$ cat src/hw/bsr_pkg.sv
package bsr_pkg;

	// ****************************************
	// Timing
	// ****************************************
	localparam int CLK_PERIOD_NS   = 10;
	localparam int SS_T0_US        = 500;
	localparam int SS_T1_US        = 770;
	localparam int SS_T2_US        = 1000;
	localparam int SS_T3_US        = 2000;
	localparam int SS_T0_CYC       = SS_T0_US * 1000 / CLK_PERIOD_NS;
	localparam int SS_T1_CYC       = SS_T1_US * 1000 / CLK_PERIOD_NS;
	localparam int SS_T2_CYC       = SS_T2_US * 1000 / CLK_PERIOD_NS;
	localparam int SS_T3_CYC       = SS_T3_US * 1000 / CLK_PERIOD_NS;
	localparam int RECIP_SHIFT     = 24;
	// Per-cycle fraction of the target, rounded up so the ramp never runs long
	localparam logic [31:0] SS_T0_RECIP = 32'((2**RECIP_SHIFT + SS_T0_CYC - 1) / SS_T0_CYC);
	localparam logic [31:0] SS_T1_RECIP = 32'((2**RECIP_SHIFT + SS_T1_CYC - 1) / SS_T1_CYC);
	localparam logic [31:0] SS_T2_RECIP = 32'((2**RECIP_SHIFT + SS_T2_CYC - 1) / SS_T2_CYC);
	localparam logic [31:0] SS_T3_RECIP = 32'((2**RECIP_SHIFT + SS_T3_CYC - 1) / SS_T3_CYC);
	localparam int STRAP_SETTLE_NS = 200;
	localparam int STRAP_SETTLE_CYC = (STRAP_SETTLE_NS + CLK_PERIOD_NS - 1) / CLK_PERIOD_NS;
	localparam int SSC_STEP_NS     = 1000;
	localparam int SSC_STEP_CYC    = SSC_STEP_NS / CLK_PERIOD_NS;

	// ****************************************
	// Voltages in quarter microvolts
	// ****************************************
	localparam logic [22:0] OUTPUT_SETPOINT_CODE_BASE_Q = 23'h186A00;
	localparam logic [22:0] STEP_FINE_Q = 23'h001388;
	localparam logic [22:0] STEP_MID_Q  = 23'h002710;
	localparam logic [22:0] STEP_WIDE_Q = 23'h004E20;
	// Slew per clock: 10, 5, 1.25, 0.5 mV/us at 100 MHz
	localparam logic [22:0] SLEW_0_Q    = 23'h000190;
	localparam logic [22:0] SLEW_1_Q    = 23'h0000C8;
	localparam logic [22:0] SLEW_2_Q    = 23'h000032;
	localparam logic [22:0] SLEW_3_Q    = 23'h000014;

	// ****************************************
	// Field codes and reset values
	// ****************************************
	localparam logic [1:0] RANGE_FINE  = 2'h0;
	localparam logic [1:0] RANGE_MID   = 2'h1;
	localparam logic [1:0] RANGE_RESET = 2'h2;
	localparam logic [1:0] SS_RESET    = 2'h2;
	localparam logic [1:0] SLEW_RESET  = 2'h2;
	localparam logic [7:0] SSC_SPAN    = 8'h64;
	localparam logic [7:0] SSC_FLOOR   = 8'h9C;
	// Strap tables, index = {msb, lsb}
	localparam logic [3:0][7:0]  VSTRAP_CODE = {8'h5F, 8'h24, 8'h50, 8'h46};
	localparam logic [3:0][6:0]  VSTRAP_ADDR = {7'h46, 7'h47, 7'h44, 7'h45};
	localparam logic [3:0][11:0] FSTRAP_KHZ  = {12'h9C4, 12'hBB8, 12'h5DC, 12'h8CA};

	// ****************************************
	// Types
	// ****************************************
	typedef enum logic [1:0] {st_msb, st_lsb, st_done} bsr_strap_state_t;
	typedef enum logic [1:0] {ph_init, ph_off, ph_soft, ph_run} bsr_phase_t;

	typedef struct packed {
		logic       probe_first;
		logic       probe_second;
		logic       done;
		logic [1:0] code;
	} bsr_strap_t;

	typedef struct packed {
		logic       setpoint_wr;
		logic [7:0] setpoint;
		logic       range_wr;
		logic [1:0] range;
		logic       ss_wr;
		logic [1:0] ss_sel;
		logic       slew_wr;
		logic [1:0] slew_sel;
	} bsr_host_wr_t;

	typedef struct packed {
		logic forced_pwm;
		logic power_save;
		logic dcm_allowed;
		logic sync_lock;
		logic ssc_active;
	} bsr_mode_t;

	typedef struct packed {
		bsr_strap_state_t state;
		logic [7:0]       cnt;
		logic             msb;
		logic             lsb;
	} bsr_dec_state_t;

	typedef struct packed {
		bsr_phase_t  phase;
		logic [7:0]  setpoint;
		logic [1:0]  range_prog;
		logic [1:0]  range_act;
		logic [1:0]  ss_sel;
		logic [1:0]  slew_sel;
		logic [7:0]  cap_code;
		logic [1:0]  cap_range;
		logic [1:0]  cap_ss;
		logic [22:0] ref_q;
		logic [23:0] ref_frac;
		logic [6:0]  address;
		logic [11:0] fsw_khz;
		logic        enabled_once;
		logic [7:0]  ssc_tri;
		logic        ssc_up;
		logic [7:0]  ssc_cnt;
		logic        load_line;
	} bsr_ctrl_state_t;

endpackage : bsr_pkg

$ cat src/hw/bsr_strap_decoder.sv
`timescale 1ns/1ps
`default_nettype none

module bsr_strap_decoder (
	// Clock and reset
	input  wire logic         clk,
	input  wire logic         reset,
	// Strap pin
	input  wire logic         pin_level,
	// Probe control and result
	output bsr_pkg::bsr_strap_t strap
);

	bsr_pkg::bsr_dec_state_t s_reg;
	bsr_pkg::bsr_dec_state_t s_next;

	// ****************************************
	// Two-step resistor decode
	// ****************************************
	always_comb begin
		s_next = s_reg;
		unique case (s_reg.state)
			bsr_pkg::st_msb: begin
				if (s_reg.cnt == 8'(bsr_pkg::STRAP_SETTLE_CYC - 1)) begin
					s_next.msb   = pin_level;
					s_next.cnt   = 8'h00;
					s_next.state = bsr_pkg::st_lsb;
				end else begin
					s_next.cnt = s_reg.cnt + 8'h01;
				end
			end
			bsr_pkg::st_lsb: begin
				if (s_reg.cnt == 8'(bsr_pkg::STRAP_SETTLE_CYC - 1)) begin
					s_next.lsb   = pin_level;
					s_next.state = bsr_pkg::st_done;
				end else begin
					s_next.cnt = s_reg.cnt + 8'h01;
				end
			end
			// Result holds until the next power-up
			bsr_pkg::st_done: begin
				s_next = s_reg;
			end
		endcase
	end

	always_ff @(posedge clk) begin
		if (reset) begin
			s_reg <= '{state: bsr_pkg::st_msb, cnt: 8'h00, msb: 1'b0, lsb: 1'b0};
		end else begin
			s_reg <= s_next;
		end
	end

	// Probes stay open while the upper bit is sampled
	assign strap.probe_first  = (s_reg.state == bsr_pkg::st_lsb) && !s_reg.msb;
	assign strap.probe_second = (s_reg.state == bsr_pkg::st_lsb) && s_reg.msb;
	assign strap.done         = (s_reg.state == bsr_pkg::st_done);
	assign strap.code         = {s_reg.msb, s_reg.lsb};

endmodule : bsr_strap_decoder

`default_nettype wire

$ cat src/hw/bsr_setpoint_ramp_control.sv
// Summary of operation
// - Soft-start duration code picks 500 us, 770 us, 1 ms, 2 ms; 1 ms default.
// - Changes during soft-start wait; ramp finishes at captured target, then moves on.
// - Discontinuous and pulse-skipping switching always allowed during the start-up ramp.
// - Frequency strap sets 1.5, 2.25, 2.5 or 3 MHz switching at initialization.
// - Strap upper bit is sampled first with both probe switches open.
// - Lower bit sampled with first probe if upper is zero, else second probe.
// - Range code gives 1.25, 2.5 or 5 mV steps; 5 mV after initialization.
// - New range takes effect only after the next setpoint write.
// - Target equals 0.4 V plus setpoint code times active step size.
// - Voltage strap gives default setpoint code and serial target address.
// - Values written while disabled apply at next enable; start-up aims straight there.
// - Setpoint changes in operation ramp at 10, 5, 1.25 or 0.5 mV/us.
// - Forced PWM when mode pin high or bit set; else power-save.
// - Valid clock on mode pin locks switching to it and forces PWM.
// - Spread spectrum sweeps frequency plus or minus 10% with triangle profile.
// - Spread spectrum only with enable bit, forced PWM and no external clock.
// - With discharge enabled, discharge on low enable, switching off, or faults.
// - No discharge after power-up until converter has been enabled once.
// - Stacked secondary uses its mode pin as switching clock input.
// - Serial access and enable release only after initialization completes.
`timescale 1ns/1ps
`default_nettype none

module bsr_setpoint_ramp_control (
	// Clock and reset
	input  wire logic               clk,
	input  wire logic               reset,
	// Enable pin, open drain
	input  wire logic               en_pin_in,
	output logic                    en_pin_out,
	output logic                    en_pin_oe,
	// Strap pins
	input  wire logic               fstrap_level,
	output logic                    fstrap_probe_first,
	output logic                    fstrap_probe_second,
	input  wire logic               vstrap_level,
	output logic                    vstrap_probe_first,
	output logic                    vstrap_probe_second,
	// Host writes
	input  wire bsr_pkg::bsr_host_wr_t host_wr,
	// Host control bits
	input  wire logic               forced_pwm_bit,
	input  wire logic               spread_spectrum_enable,
	input  wire logic               discharge_enable,
	input  wire logic               switching_enable_bit,
	input  wire logic               load_line_enable,
	// Pin and fault conditions
	input  wire logic               mode_pin_level,
	input  wire logic               sync_clock_valid,
	input  wire logic               stacked_secondary,
	input  wire logic               thermal_shutdown,
	input  wire logic               supply_low_lockout,
	input  wire logic               supply_high_lockout,
	// Status and settings
	output logic                    serial_access_en,
	output logic [6:0]              target_address,
	output logic [11:0]             fsw_khz,
	output logic [7:0]              output_setpoint_code,
	output logic [1:0]              setpoint_range_select,
	output logic [1:0]              soft_start_duration_select,
	output logic [1:0]              dvs_slew_select,
	output logic [22:0]             vref_q,
	output logic                    soft_start_active,
	output logic                    dvs_active,
	output logic                    ramp_done,
	output logic                    converter_on,
	output logic                    load_line_active,
	// Switching control
	output bsr_pkg::bsr_mode_t      mode,
	output logic [7:0]              ssc_offset_permil,
	output logic                    output_discharge
);

	// ****************************************
	// Decode helpers
	// ****************************************
	function automatic logic [22:0] target_of(input logic [7:0] code, input logic [1:0] rng);
		logic [22:0] step;
		step = bsr_pkg::STEP_WIDE_Q;
		if (rng == bsr_pkg::RANGE_FINE) begin
			step = bsr_pkg::STEP_FINE_Q;
		end else if (rng == bsr_pkg::RANGE_MID) begin
			step = bsr_pkg::STEP_MID_Q;
		end
		return bsr_pkg::OUTPUT_SETPOINT_CODE_BASE_Q + {15'h0000, code} * step;
	endfunction : target_of

	// Per-cycle share of the target with 24 fraction bits; truncating it would stretch the ramp
	function automatic logic [31:0] ss_step_of(input logic [22:0] tgt, input logic [1:0] sel);
		logic [31:0] recip;
		unique case (sel)
			2'h0: recip = bsr_pkg::SS_T0_RECIP;
			2'h1: recip = bsr_pkg::SS_T1_RECIP;
			2'h2: recip = bsr_pkg::SS_T2_RECIP;
			2'h3: recip = bsr_pkg::SS_T3_RECIP;
		endcase
		return {9'h000, tgt} * recip;
	endfunction : ss_step_of

	function automatic logic [22:0] slew_of(input logic [1:0] sel);
		logic [22:0] r;
		unique case (sel)
			2'h0: r = bsr_pkg::SLEW_0_Q;
			2'h1: r = bsr_pkg::SLEW_1_Q;
			2'h2: r = bsr_pkg::SLEW_2_Q;
			2'h3: r = bsr_pkg::SLEW_3_Q;
		endcase
		return r;
	endfunction : slew_of

	// ****************************************
	// Strap decoders
	// ****************************************
	bsr_pkg::bsr_strap_t fstrap;
	bsr_pkg::bsr_strap_t vstrap;

	bsr_strap_decoder u_fstrap (
		.clk       (clk),
		.reset     (reset),
		.pin_level (fstrap_level),
		.strap     (fstrap)
	);

	bsr_strap_decoder u_vstrap (
		.clk       (clk),
		.reset     (reset),
		.pin_level (vstrap_level),
		.strap     (vstrap)
	);

	// ****************************************
	// Control state
	// ****************************************
	bsr_pkg::bsr_ctrl_state_t s_reg;
	bsr_pkg::bsr_ctrl_state_t s_next;
	logic                     conv_en;
	logic                     init_done;
	logic [22:0]              live_tgt;
	logic [22:0]              cap_tgt;
	logic [31:0]              ss_step;
	logic [46:0]              ss_acc;
	logic [22:0]              slew;
	logic                     forced;
	logic                     sync_in_use;

	assign init_done   = (s_reg.phase != bsr_pkg::ph_init);
	assign conv_en     = init_done && en_pin_in && switching_enable_bit && !thermal_shutdown
		&& !supply_low_lockout && !supply_high_lockout;
	assign live_tgt    = target_of(s_reg.setpoint, s_reg.range_act);
	assign cap_tgt     = target_of(s_reg.cap_code, s_reg.cap_range);
	assign ss_step     = ss_step_of(cap_tgt, s_reg.cap_ss);
	assign ss_acc      = {s_reg.ref_q, s_reg.ref_frac} + {15'h0000, ss_step};
	assign slew        = slew_of(s_reg.slew_sel);
	assign sync_in_use = sync_clock_valid || stacked_secondary;
	assign forced      = mode_pin_level || forced_pwm_bit || sync_in_use;

	always_comb begin
		s_next           = s_reg;
		s_next.load_line = load_line_enable;

		// Writes are stored at once; the soft-start ramp only sees captured copies
		if (init_done) begin
			if (host_wr.range_wr) begin
				s_next.range_prog = host_wr.range;
			end
			if (host_wr.setpoint_wr) begin
				s_next.setpoint  = host_wr.setpoint;
				// Same-cycle range write is applied too
				s_next.range_act = host_wr.range_wr ? host_wr.range : s_reg.range_prog;
			end
			if (host_wr.ss_wr) begin
				s_next.ss_sel = host_wr.ss_sel;
			end
			if (host_wr.slew_wr) begin
				s_next.slew_sel = host_wr.slew_sel;
			end
		end

		unique case (s_reg.phase)
			bsr_pkg::ph_init: begin
				if (fstrap.done && vstrap.done) begin
					s_next.fsw_khz    = bsr_pkg::FSTRAP_KHZ[fstrap.code];
					s_next.setpoint   = bsr_pkg::VSTRAP_CODE[vstrap.code];
					s_next.address    = bsr_pkg::VSTRAP_ADDR[vstrap.code];
					s_next.range_prog = bsr_pkg::RANGE_RESET;
					s_next.range_act  = bsr_pkg::RANGE_RESET;
					s_next.ss_sel     = bsr_pkg::SS_RESET;
					s_next.slew_sel   = bsr_pkg::SLEW_RESET;
					s_next.phase      = bsr_pkg::ph_off;
				end
			end
			bsr_pkg::ph_off: begin
				s_next.ref_q    = 23'h000000;
				s_next.ref_frac = 24'h000000;
				if (conv_en) begin
					// Settings written while disabled are picked up here
					s_next.cap_code     = s_reg.setpoint;
					s_next.cap_range    = s_reg.range_act;
					s_next.cap_ss       = s_reg.ss_sel;
					s_next.enabled_once = 1'b1;
					s_next.phase        = bsr_pkg::ph_soft;
				end
			end
			bsr_pkg::ph_soft: begin
				if (!conv_en) begin
					s_next.phase = bsr_pkg::ph_off;
				end else if (ss_acc[46:24] >= cap_tgt) begin
					s_next.ref_q = cap_tgt;
					s_next.phase = bsr_pkg::ph_run;
				end else begin
					s_next.ref_q    = ss_acc[46:24];
					s_next.ref_frac = ss_acc[23:0];
				end
			end
			bsr_pkg::ph_run: begin
				if (!conv_en) begin
					s_next.phase = bsr_pkg::ph_off;
				end else if (live_tgt > s_reg.ref_q) begin
					if (live_tgt - s_reg.ref_q <= slew) begin
						s_next.ref_q = live_tgt;
					end else begin
						s_next.ref_q = s_reg.ref_q + slew;
					end
				end else if (live_tgt < s_reg.ref_q) begin
					if (s_reg.ref_q - live_tgt <= slew) begin
						s_next.ref_q = live_tgt;
					end else begin
						s_next.ref_q = s_reg.ref_q - slew;
					end
				end
			end
		endcase

		// Triangle sweep; restarts from centre whenever the sweep is off
		if (mode.ssc_active) begin
			if (s_reg.ssc_cnt == 8'(bsr_pkg::SSC_STEP_CYC - 1)) begin
				s_next.ssc_cnt = 8'h00;
				if (s_reg.ssc_up) begin
					if (s_reg.ssc_tri == bsr_pkg::SSC_SPAN) begin
						s_next.ssc_up  = 1'b0;
						s_next.ssc_tri = s_reg.ssc_tri - 8'h01;
					end else begin
						s_next.ssc_tri = s_reg.ssc_tri + 8'h01;
					end
				end else begin
					if (s_reg.ssc_tri == bsr_pkg::SSC_FLOOR) begin
						s_next.ssc_up  = 1'b1;
						s_next.ssc_tri = s_reg.ssc_tri + 8'h01;
					end else begin
						s_next.ssc_tri = s_reg.ssc_tri - 8'h01;
					end
				end
			end else begin
				s_next.ssc_cnt = s_reg.ssc_cnt + 8'h01;
			end
		end else begin
			s_next.ssc_cnt = 8'h00;
			s_next.ssc_tri = 8'h00;
			s_next.ssc_up  = 1'b1;
		end
	end

	always_ff @(posedge clk) begin
		if (reset) begin
			s_reg <= '{
				phase:        bsr_pkg::ph_init,
				setpoint:     8'h00,
				range_prog:   bsr_pkg::RANGE_RESET,
				range_act:    bsr_pkg::RANGE_RESET,
				ss_sel:       bsr_pkg::SS_RESET,
				slew_sel:     bsr_pkg::SLEW_RESET,
				cap_code:     8'h00,
				cap_range:    bsr_pkg::RANGE_RESET,
				cap_ss:       bsr_pkg::SS_RESET,
				ref_q:        23'h000000,
				ref_frac:     24'h000000,
				address:      7'h00,
				fsw_khz:      12'h000,
				enabled_once: 1'b0,
				ssc_tri:      8'h00,
				ssc_up:       1'b1,
				ssc_cnt:      8'h00,
				load_line:    1'b0
			};
		end else begin
			s_reg <= s_next;
		end
	end

	// ****************************************
	// Outputs
	// ****************************************
	// Enable is held low through initialization only; faults are left to pins outside
	assign en_pin_out          = 1'b0;
	assign en_pin_oe           = !init_done;
	assign serial_access_en    = init_done;
	assign fstrap_probe_first  = fstrap.probe_first;
	assign fstrap_probe_second = fstrap.probe_second;
	assign vstrap_probe_first  = vstrap.probe_first;
	assign vstrap_probe_second = vstrap.probe_second;

	assign target_address             = s_reg.address;
	assign fsw_khz                    = s_reg.fsw_khz;
	assign output_setpoint_code       = s_reg.setpoint;
	assign setpoint_range_select      = s_reg.range_prog;
	assign soft_start_duration_select = s_reg.ss_sel;
	assign dvs_slew_select            = s_reg.slew_sel;
	assign vref_q                     = s_reg.ref_q;
	assign load_line_active           = s_reg.load_line;
	assign soft_start_active = (s_reg.phase == bsr_pkg::ph_soft);
	assign converter_on      = (s_reg.phase == bsr_pkg::ph_soft) || (s_reg.phase == bsr_pkg::ph_run);
	assign dvs_active        = (s_reg.phase == bsr_pkg::ph_run) && (s_reg.ref_q != live_tgt);
	assign ramp_done         = (s_reg.phase == bsr_pkg::ph_run) && (s_reg.ref_q == live_tgt);

	// Start-up always allows light-load switching, whatever forces PWM
	assign mode.dcm_allowed = soft_start_active || !forced;
	assign mode.forced_pwm  = forced && !soft_start_active;
	assign mode.power_save  = !forced;
	assign mode.sync_lock   = sync_in_use;
	assign mode.ssc_active  = spread_spectrum_enable && forced && !sync_in_use;
	assign ssc_offset_permil = s_reg.ssc_tri;

	// Discharge stays off until the first enable after power-up
	assign output_discharge = discharge_enable && s_reg.enabled_once && (!en_pin_in
		|| !switching_enable_bit || thermal_shutdown || supply_low_lockout
		|| supply_high_lockout);

endmodule : bsr_setpoint_ramp_control

`default_nettype wire

$ cat config.mk
export PLATFORM = sky130hd
export DESIGN_NAME = bsr_setpoint_ramp_control
export DESIGN_NICKNAME = d
export VERILOG_FILES = /design/src/hw/bsr_pkg.sv /design/src/hw/bsr_strap_decoder.sv /design/src/hw/bsr_setpoint_ramp_control.sv
export SDC_FILE = /design/constraint.sdc
export NUM_CORES = 1
export LEC_CHECK = 0
export BUFFER_PORTS_ARGS = -buffer_cell sky130_fd_sc_hd__buf_2
export CORE_AREA = 3 3 224 226
export CTS_CLUSTER_DIAMETER = 150
export DETAILED_ROUTE_END_ITERATION = 6
export DIE_AREA = 0 0 227 229
export GPL_TIMING_DRIVEN = 1
export PLACE_DENSITY = 0.67
export SLEW_MARGIN = 20
export SYNTH_ARGS = -nofsm -noshare
export SYNTH_HDL_FRONTEND = slang
export SYNTH_HIERARCHICAL = 1
export SYNTH_SLANG_ARGS = --single-unit
export TNS_END_PERCENT = 10
$ cat constraint.sdc
create_clock -name clk -period 15.16 [get_ports clk]
set_input_delay 0.758 -clock clk [delete_from_list [all_inputs] [get_ports clk]]
set_output_delay 0.758 -clock clk [all_outputs]
set_load 0.03 [all_outputs]
==> flow_metrics.py, run 1 <==
metrics = {
    "timing": {
        "post-route-period-util": 0.9534,
        "skew_ns": 0.01430,
        "setup_ws_ns": 0.7068,
        "slew_violations": 0,
        "worst_pin_slew_ns": 1.254,
        "grt_setup_unrepaired": "false",
        "setup_viol": 0,
        "max_freq_ghz": 0.06919,
        "final-hold-violation-count": 0,
        "relSlewSlack": 0.1640,
        "finalSetupTns_ns": 0,
        "finalCriticalPeriod_ns": 14.45,
    },
    "detailed_routing": {
        "finalWirelength_mm": 70.75,
        "final_antenna_net_count": 0,
        "route.detailed.drc": 0,
        "drt_iter0_drc": 1813,
        "wire_per_inst_um": 19.59,
        "vias_per_cell": 5.846,
        "vias": 21117,
        "drt_pre_antenna_iters": 6,
    },
    "finish": {
        "n_fill_cell": 4561,
        "finalInstanceArea_um2": 25590,
        "drive_gt1_frac": 0.08361,
        "largest_register_ffs": 46,
        "syn_to_final_growth_pct": 5.815,
        "finalNetCount": 3615,
        "final_util": 0.5272,
        "n_antenna_cell": 0,
    },
    "pwr": {
        "fin_total_pwr_w": 0.0008226,
        "peakVddDrop_mv": 0.06054,
        "powerDensity_nw_per_um2": 32.14,
        "p_leak_nw": 12.98,
    },
    "place": {
        "port-buffer-count": 110,
        "placed_area_um2": 24870,
        "pre_cts_slack_ns": 0.5103,
        "gp_congestion": 0.9664,
        "dp_hpwl_mm": 58.30,
    },
    "setup_path": {
        "critical_path_required_ns": 15.47,
        "endpoint_kind": "flip-flop",
        "worstPathMaxFanout": 13,
        "worst_path_max_delay_cell": "fa_1",
        "crit_top_cell": "fa_1",
        "cpPeakStageDelay_ns": 0.56,
        "crit_buf_inv": 8,
        "cp-start-kind": "flip-flop",
        "arrival_ns": 14.77,
        "path_class": "reg2reg",
        "cp_top_family": "adder cells",
    },
    "floorplan": {
        "initial_core_util": 0.4982,
        "die_area_um2": 51980,
        "chipWidth_um": 227,
        "core_um2": 48550,
        "core.rowCount": 81,
        "die_height_um": 229,
        "num_io_pins": 116,
    },
    "clocking": {
        "cts_setup_buffers": 0,
        "clk_pin_slew_worst_paths_ns": 0.06,
        "cts_sinks": 128,
        "clkLatencyLatePin_ns": 0.43,
        "cts_tree": "done",
        "h-tree-depth": 4,
        "cts_hold_buf": 0,
        "cts_max_path_buffers": 2,
        "cts_buffers": 17,
        "root_buffer": "clkbuf_16",
    },
    "synthesis": {
        "yosysTopAreaCellShare": 0.2012,
        "synthesis.area_um2": 24190,
        "synth_common_cells": "inv_1 (478), ha_1 (389), fa_1 (215)",
        "synth_edf_count": 0,
        "synth.most_common_cell": "inv_1",
        "ys.flop_type": "dfxtp_1",
        "yosys_warnings": 6,
        "synth_cells": 2971,
        "ys_seq_area_frac": 0.1059,
        "synthArstFlopShare": 0,
        "synth_area_per_cell_um2": 8.141,
        "synth_top_cells_by_area": "ha_1 (20%), fa_1 (18%), dfxtp_1 (11%)",
        "yosysTopAreaCell": "ha_1",
        "synthDistinctLibCells": 94,
        "synth_seq_cells": 128,
    },
    "global_route": {
        "grtUsageTotal": 0.2712,
        "grt_pass1_vias": 20981,
        "grt_max_degree": 47,
        "antenna_found_initial": 0,
        "grt_pass1_wl_mm": 112.9,
        "grt_overflow": 0,
    },
    "run_status": {
        "status": "complete, no violations",
    },
    "job": {
        "maxCapViolations": 0,
    },
    "worst_hold_path": {
        "hold_path.class": "reg2reg",
    },
}
[placed cells by master, fill, tap and decap left out, types with 13 or more instances in the layout]
cell type	instances
inv_1	478
o211ai_1	19
nor2_1	168
dfxtp_1	128
nand2b_1	40
nand3_1	65
nor3_1	62
a21oi_1	184
and2_1	96
buf_4	39
buf_2	109
and3_1	25
mux2i_1	19
o31ai_1	13
or2_2	17
a21o_1	40
o221ai_1	15
xor2_1	40
o21bai_1	14
o21a_1	27
a211oi_1	24
a221oi_1	19
ha_1	389
fa_1	215
xnor2_1	95
or3_1	22
clkbuf_16	17
nand4_1	27
o21ai_0	90
nor2b_1	49
nand2_1	213
[per-layer routing]
metal,vias up,track usage,share of wire
li1,9977,-,-
met1,10194,0.3755,0.44
met2,841,0.4423,0.46
met3,105,0.03884,0.069
met4,0,0.07472,0.026
met5,-,0,0
[power breakdown]
part	internal, W	leakage [nW]	total [W]	switching (W)
Sequential	0.000338	1.03	0.000340	0.00000236
Combinational	0.00000730	11.6	0.0000225	0.0000152
Clock	0.000290	0.314	0.000460	0.000170
[layout make-up]
cell class / instances / area, um2 / area share
Clock buffer: 21 / 470.5 / 0.01838
Clock inverter: 11 / 176.4 / 0.006893
Inverter: 483 / 1813 / 0.07084
Multi-Input combinational cell: 2199 / 18950 / 0.7406
Sequential cell: 128 / 2562 / 0.1001
Tap cell: 622 / 778.2 / 0.03041
Timing Repair Buffer: 148 / 838.3 / 0.03275
[through the flow]
stage | std cells | hold slack [ns]
2_1_floorplan | 2975 | 0.4318
6_report | 3612 | 0.4581
3_3_place_gp | 3580 | 0.4412
5_1_grt | 3612 | 0.4717
4_1_cts | 3612 | 0.4579
3_5_place_dp | 3580 | 0.4472
[kinds of logic (layout without fill, tap and decap cells)]
| family | count (synthesis) | after routing | share of synthesized area |
|---|---|---|---|
| adders and majority gates | 604 | 604 | 0.3792 |
| muxes | 20 | 20 | 0.008328 |
| buffers and inverters | 648 | 663 | 0.1142 |
| DFF | 128 | 128 | 0.1059 |
| other | 1 | 5 | 0.0001550 |
| AOI/OAI and AO/OA | 590 | 590 | 0.1667 |
| and+or+nand+nor | 843 | 843 | 0.1758 |
| xor gates and xnor gates | 137 | 137 | 0.04961 |
[path summary, 6_finish.rpt]
path / to / slack [ns] / startpoint / cells past startpoint
hold reg to reg: fsw_khz[4]$_SDFFE_PP0P_ / 0.46 / fsw_khz[4]$_SDFFE_PP0P_ / 2
setup reg to reg: vref_q[12]$_SDFFE_PP0P_ / 0.71 / s_reg[88]$_SDFFE_PP1P_ / 58
hold / removal: fsw_khz[4]$_SDFFE_PP0P_ / 0.46 / fsw_khz[4]$_SDFFE_PP0P_ / 2
setup / recovery: vref_q[12]$_SDFFE_PP0P_ / 0.71 / s_reg[88]$_SDFFE_PP1P_ / 58
[timing repair]
action,4_1_cts,5_1_grt
endpoints found under the setup margin,0,41
hold endpoints to repair,0,0
resized for setup,0,17
[worst reg2reg max path, delay by kind of cell (launching register included)]
family	cells	cell delay (ns)
compound gates	21	3.86
buf+inv	8	0.89
xor+xnor	3	0.40
simple gates	11	2.13
fa+ha+maj	15	6.65
flops	1	0.43
Note: power is estimated with default switching activity, not from simulation.
==> inputs of run 2 (changes only) <==
--- a/config.mk
+++ b/config.mk
@@ -7,6 +7,7 @@
 export LEC_CHECK = 0
 export BUFFER_PORTS_ARGS = -buffer_cell sky130_fd_sc_hd__buf_2
 export CORE_AREA = 3 3 224 226
+export CTS_BUF_LIST = sky130_fd_sc_hd__clkbuf_4 sky130_fd_sc_hd__clkbuf_8
 export CTS_CLUSTER_DIAMETER = 150
 export DETAILED_ROUTE_END_ITERATION = 6
 export DIE_AREA = 0 0 227 229
==> run 2 against run 1 <==
Utilization shrank 0.39 points. Hold slack gained 0.0031 ns. Global-route usage about the same. Non-clock buffer count unchanged. Clock-buffer cell count unchanged. Wire length down 0.22%. Via count is 0.44% lower. Design area down 0.73%. First-iteration DRC count shrank 1.8%. Highest routed layer unchanged. Die area unchanged. Power shrank 13%. Combinational power hardly changed.
==> flow_metrics.py, run 2 (synthesized netlist as in run 1, its figures left out) <==
metrics = {
    "run_status": {
        "status": "complete, no violations",
    },
    "global_route": {
        "grt_util_met1": 0.3762,
        "antenna_found_initial": 0,
        "grt_pass1_wl_mm": 112.8,
        "grt_overflow": 0,
        "busiest_layer": "met2",
        "grt_pass1_vias": 20958,
        "grt_max_degree": 47,
        "grtUsageMet2": 0.4437,
        "grtUsageTotal": 0.2709,
        "grt.met3_usage": 0.03576,
    },
    "place": {
        "placed_cells": 3580,
        "gp_congestion": 0.9664,
        "placed_area_um2": 24870,
        "port-buffer-count": 110,
        "pre_cts_slack_ns": 0.5103,
        "dp_hpwl_mm": 58.30,
    },
    "floorplan": {
        "core.rowCount": 81,
        "core_um2": 48550,
        "die_area_um2": 51980,
        "num_io_pins": 116,
        "initial_core_util": 0.4982,
        "die_height_um": 229,
        "chipWidth_um": 227,
    },
    "pwr": {
        "p_leak_nw": 12.89,
        "switching_share": 0.2414,
        "power_frac_comb": 0.032,
        "p_clk_frac": 0.491,
        "p_int_w": 0.0005407,
        "p_seq_frac": 0.477,
        "peakVddDrop_mv": 0.05576,
        "p_sw_w": 0.0001720,
        "powerDensity_nw_per_um2": 28.06,
    },
    "timing": {
        "finalCriticalPeriod_ns": 14.43,
        "slew_violations": 0,
        "post-route-period-util": 0.9521,
        "max_freq_ghz": 0.06928,
        "finalSetupTns_ns": 0,
        "setup_ws_ns": 0.7256,
        "skew_ns": 0.01882,
        "grt_setup_unrepaired": "false",
        "setup_viol": 0,
        "relSlewSlack": 0.1431,
        "final-hold-violation-count": 0,
        "worst_pin_slew_ns": 1.285,
    },
    "finish": {
        "final_common_cell": "inv_1",
        "n_antenna_cell": 0,
        "finalInstanceArea_um2": 25410,
        "final_cell_mix": "inv_1 (478), ha_1 (389), fa_1 (215), nand2_1 (213), a21oi_1 (184)",
        "regArea_um2": 2562,
        "syn_to_final_growth_pct": 5.038,
        "largest_register_ffs": 46,
        "stdcell_count": 3612,
        "drive_gt1_frac": 0.08395,
        "finalNetCount": 3615,
        "multi_input_area_um2": 18950,
        "n_fill_cell": 4595,
    },
    "detailed_routing": {
        "wire_per_inst_um": 19.54,
        "final_antenna_net_count": 0,
        "finalWirelength_mm": 70.60,
        "vias": 21025,
        "vias_per_cell": 5.821,
        "drt_iter0_drc": 1781,
        "route.detailed.drc": 0,
        "drt_pre_antenna_iters": 6,
    },
    "clocking": {
        "h-tree-depth": 4,
        "root_buffer": "clkbuf_8",
        "clk_pin_slew_worst_paths_ns": 0.09,
        "cts_buffers": 17,
        "cts_hold_buf": 0,
        "cts_tree": "done",
        "cts_sinks": 128,
        "clkLatencyLatePin_ns": 0.46,
        "cts_max_path_buffers": 2,
    },
    "setup_path": {
        "path_class": "reg2reg",
        "worst_path_max_delay_cell": "fa_1",
        "endpoint_kind": "flip-flop",
        "cpPeakStageDelay_ns": 0.56,
        "critical_path_required_ns": 15.51,
        "crit_top_cell": "fa_1",
        "arrival_ns": 14.79,
        "cp-start-kind": "flip-flop",
        "worstPathMaxFanout": 13,
    },
    "worst_hold_path": {
        "hold_path.class": "reg2reg",
    },
    "job": {
        "maxCapViolations": 0,
    },
}
run 2: cell types whose count changed in the layout (fill, tap and decap cells not counted):
| cell | before | now |
|---|---|---|
| clkbuf_8 | 3 | 20 |
| clkbuf_1 | 1 | 0 |
| clkbuf_16 | 17 | 0 |
| clkbuf_4 | 0 | 1 |
run 2: critical path, delay by kind of cell, from the launching register on:
family | cells | cell delay [ns]
adder cells (fa/ha/maj) | 15 | 6.64
AO/OA/AOI/OAI | 21 | 3.83
AND/OR/NAND/NOR | 11 | 2.12
buffers and inverters | 8 | 0.88
flip-flops | 1 | 0.43
XOR/XNOR | 3 | 0.40
run 2: worst paths after layout:
| kind | from | endpoint | slack [ns] | cells after the start |
|---|---|---|---|---|
| max | s_reg[88]$_SDFFE_PP1P_ | vref_q[12]$_SDFFE_PP0P_ | 0.73 | 58 |
| min reg2reg | fsw_khz[4]$_SDFFE_PP0P_ | fsw_khz[4]$_SDFFE_PP0P_ | 0.46 | 2 |
| max reg2reg | s_reg[88]$_SDFFE_PP1P_ | vref_q[12]$_SDFFE_PP0P_ | 0.73 | 58 |
| min | fsw_khz[4]$_SDFFE_PP0P_ | fsw_khz[4]$_SDFFE_PP0P_ | 0.46 | 2 |
run 2: cell type report:
| type | count | share of cell area |
|---|---|---|
| clock buffers | 21 | 0.01113 |
| clock inverters | 11 | 0.006944 |
| inverters | 483 | 0.07136 |
| multi-input cells | 2199 | 0.7461 |
| flip-flops and latches | 128 | 0.1009 |
| well taps | 622 | 0.03063 |
| repair buffers | 148 | 0.03300 |
run 2: per-layer routing:
metal	wire length (um)	up-vias
li1	-	9978
met1	31310	10118
met2	32700	816
met3	4858	113
met4	1728	0
met5	0	-
run 2: power by group through the flow:
stage | clock network [W] | logic (W) | registers, W
floorplan | 0 | 0.0000155 | 0.000347
global placement | 0 | 0.0000217 | 0.000348
detailed placement | 0 | 0.0000222 | 0.000348
CTS | 0.000355 | 0.0000223 | 0.000340
global route | 0.000371 | 0.0000249 | 0.000340
finish | 0.000350 | 0.0000226 | 0.000340
run 2: per-stage QoR:
step | hold WS [ns] | total power, W | utilization
after floorplan | 0.4318 | 0.0003628 | -
final | 0.4612 | 0.0007128 | 0.5233
after global placement | 0.4412 | 0.0003694 | 0.5123
after detailed placement | 0.4472 | 0.0003700 | 0.5123
after CTS | 0.4611 | 0.0007167 | 0.5217
after global routing | 0.4757 | 0.0007367 | 0.5233
run 2: repair_timing:
item                                    in CTS  in global routing
buffers inserted                             0                  0
endpoints found under the setup margin       0                 41
gates resized for setup                      0                 17
==> inputs of run 3 (changes only) <==
--- a/config.mk
+++ b/config.mk
@@ -5,14 +5,15 @@
 export SDC_FILE = /design/constraint.sdc
 export NUM_CORES = 1
 export LEC_CHECK = 0
+export ABC_AREA = 1
 export BUFFER_PORTS_ARGS = -buffer_cell sky130_fd_sc_hd__buf_2
-export CORE_AREA = 3 3 224 226
+export CORE_AREA = 3 3 230 232
 export CTS_BUF_LIST = sky130_fd_sc_hd__clkbuf_4 sky130_fd_sc_hd__clkbuf_8
 export CTS_CLUSTER_DIAMETER = 150
 export DETAILED_ROUTE_END_ITERATION = 6
-export DIE_AREA = 0 0 227 229
+export DIE_AREA = 0 0 233 235
 export GPL_TIMING_DRIVEN = 1
-export PLACE_DENSITY = 0.67
+export PLACE_DENSITY = 0.66
 export SLEW_MARGIN = 20
 export SYNTH_ARGS = -nofsm -noshare
 export SYNTH_HDL_FRONTEND = slang
==> run 3 against run 2 <==
The flow now finishes with violations (DRC). Final cell count up 21%. Wire length up 0.35%. Power down 7.7%. First-iteration DRC count about the same.
==> flow_metrics.py, run 3 <==
metrics = {
    "run_status": {
        "violations": "DRC",
        "status": "finished with violations",
    },
    "timing": {
        "finalSetupTns_ns": 0,
        "post-route-period-util": 0.9461,
        "worst_pin_slew_ns": 1.154,
        "final-hold-violation-count": 0,
        "setup_viol": 0,
        "grt_setup_unrepaired": "true",
        "slew_violations": 0,
        "max_freq_ghz": 0.06972,
        "finalCriticalPeriod_ns": 14.34,
        "skew_ns": 0.02653,
        "relSlewSlack": 0.2207,
        "setup_ws_ns": 0.8174,
        "hold_slack_ns": 0.4564,
    },
    "clocking": {
        "clk_pin_slew_worst_paths_ns": 0.09,
        "root_buffer": "clkbuf_8",
        "cts_max_path_buffers": 2,
        "cts_hold_buf": 0,
        "clkLatencyLatePin_ns": 0.54,
        "cts_tree": "done",
        "cts_sinks": 128,
        "cts_buffers": 17,
        "h-tree-depth": 4,
    },
    "detailed_routing": {
        "vias": 22763,
        "wire_per_inst_um": 16.25,
        "final_antenna_net_count": 0,
        "route.detailed.drc": 1,
        "vias_per_cell": 5.222,
        "finalWirelength_mm": 70.84,
        "drt_pre_antenna_iters": 7,
        "drt_iter0_drc": 1782,
    },
    "global_route": {
        "grt_overflow": 0,
        "antenna_found_initial": 0,
        "grt_pass1_wl_mm": 114.2,
        "grt_pass1_vias": 21700,
        "grt_max_degree": 57,
        "grtUsageTotal": 0.2604,
    },
    "worst_hold_path": {
        "hold_path.class": "reg2reg",
    },
    "synthesis": {
        "ys.flop_type": "dfxtp_1",
        "ys_seq_area_frac": 0.1011,
        "synth_edf_count": 0,
        "synth_top_cells_by_area": "ha_1 (19%), fa_1 (17%), inv_1 (11%)",
        "yosysTopAreaCellShare": 0.1921,
        "synth_common_cells": "inv_1 (728), nand2_1 (686), ha_1 (389)",
        "synth_area_per_cell_um2": 6.923,
        "synth_seq_cells": 128,
        "synthesis.area_um2": 25340,
        "yosysTopAreaCell": "ha_1",
        "synth_cells": 3660,
        "synthArstFlopShare": 0,
        "synthDistinctLibCells": 62,
        "synth.most_common_cell": "inv_1",
        "yosys_warnings": 6,
    },
    "finish": {
        "n_antenna_cell": 0,
        "finalInstanceArea_um2": 26390,
        "final_common_cell": "inv_1",
        "drive_gt1_frac": 0.06958,
        "finalNetCount": 4304,
        "n_fill_cell": 5194,
        "final_util": 0.5155,
        "largest_register_ffs": 46,
        "final_cell_mix": "inv_1 (726), nand2_1 (685), ha_1 (389), nor2_1 (337), a21oi_1 (253)",
        "syn_to_final_growth_pct": 4.163,
    },
    "setup_path": {
        "critical_path_required_ns": 15.57,
        "worstPathMaxFanout": 17,
        "cp-start-kind": "flip-flop",
        "crit_top_cell": "inv_1",
        "worst_path_max_delay_cell": "fa_1",
        "endpoint_kind": "flip-flop",
        "arrival_ns": 14.75,
        "cpPeakStageDelay_ns": 0.55,
        "path_class": "reg2reg",
    },
    "floorplan": {
        "initial_core_util": 0.4949,
        "chipWidth_um": 233,
        "core.rowCount": 83,
        "num_io_pins": 116,
        "die_area_um2": 54760,
        "core_um2": 51200,
        "die_height_um": 235,
    },
    "place": {
        "pre_cts_slack_ns": 0.3077,
        "port-buffer-count": 110,
        "dp_hpwl_mm": 60.40,
        "placed_area_um2": 26000,
        "gp_congestion": 0.9673,
    },
    "pwr": {
        "p_leak_nw": 14.49,
        "powerDensity_nw_per_um2": 24.93,
        "peakVddDrop_mv": 0.06333,
    },
    "job": {
        "maxCapViolations": 0,
    },
}
[run 3: cell types whose count changed after synthesis, moves of 33 or more]
cell / delta
nand2_1: +472
inv_1: +250
nor2_1: +170
nand3_1: +133
and2_1: -89
xnor2_1: -78
a21oi_1: +68
xor2_1: +67
o21ai_0: +61
nor2b_1: -50
nand2b_1: -41
a21o_1: -33
[run 3: repair_timing]
item                                    CTS  global route
resized for setup                         0             9
endpoints found under the setup margin    0            44
hold endpoints to repair                  0             0
buffers inserted                          0             0
[run 3: metal layers]
layer  track usage  vias up  share of wire
li1              -    11468              -
met3       0.05068      126          0.071
met4       0.07820        0          0.029
met5             0        -              0
met1        0.3604    10451           0.46
met2        0.4107      718           0.44
[run 3: final cells by class]
cell class | instances | area [um2] | share of cell area
clock buffers | 18 | 241.5 | 0.009149
flip-flops and latches | 128 | 2564 | 0.09713
clock inverters | 14 | 130.1 | 0.004930
inverters | 754 | 2838 | 0.1075
multi-input cells | 2635 | 19070 | 0.7225
repair buffers | 130 | 700.7 | 0.02655
well taps | 680 | 850.8 | 0.03224
[run 3: through the flow]
stage          cells  power (W)
2_1_floorplan   3664  0.0003617
3_3_place_gp    4327  0.0003691
3_5_place_dp    4327  0.0003691
4_1_cts         4359  0.0006669
5_1_grt         4359  0.0006815
6_report        4359  0.0006581
[run 3: worst paths after layout]
path	start	end	slack, ns	depth (start not counted)
max	s_reg[88]$_SDFFE_PP1P_	vref_q[13]$_SDFFE_PP0P_	0.82	62
min	s_reg[1]$_SDFF_PP0_	s_reg[1]$_SDFF_PP0_	0.46	1
max reg2reg	s_reg[88]$_SDFFE_PP1P_	vref_q[13]$_SDFFE_PP0P_	0.82	62
min reg2reg	s_reg[1]$_SDFF_PP0_	s_reg[1]$_SDFF_PP0_	0.46	1
[run 3: logic make-up (layout without fill, tap and decap cells)]
group / Yosys count / count (layout) / share of synthesized area
buf+inv: 901 / 916 / 0.1474
xor+xnor: 126 / 126 / 0.04355
mux: 2 / 2 / 0.0008394
compound gates: 519 / 519 / 0.1133
other cells: 1 / 5 / 0.0001480
fa+ha+maj: 604 / 604 / 0.3619
simple gates: 1379 / 1379 / 0.2317
flops: 128 / 128 / 0.1011
[run 3: worst max-delay path: cells and delay by family (launching register included)]
family,cells,cell delay [ns]
adder cells (fa/ha/maj),16,6.26
flip-flops,1,0.42
XOR/XNOR,4,0.84
AO/OA/AOI/OAI,14,2.99
AND/OR/NAND/NOR,15,2.43
buffers and inverters,13,1.25
[run 3: power by group]
part	internal (W)	switching [W]
Sequential	0.000337	0.00000140
Combinational	0.00000720	0.0000151
Clock	0.000133	0.000164
Total	0.000478	0.000180
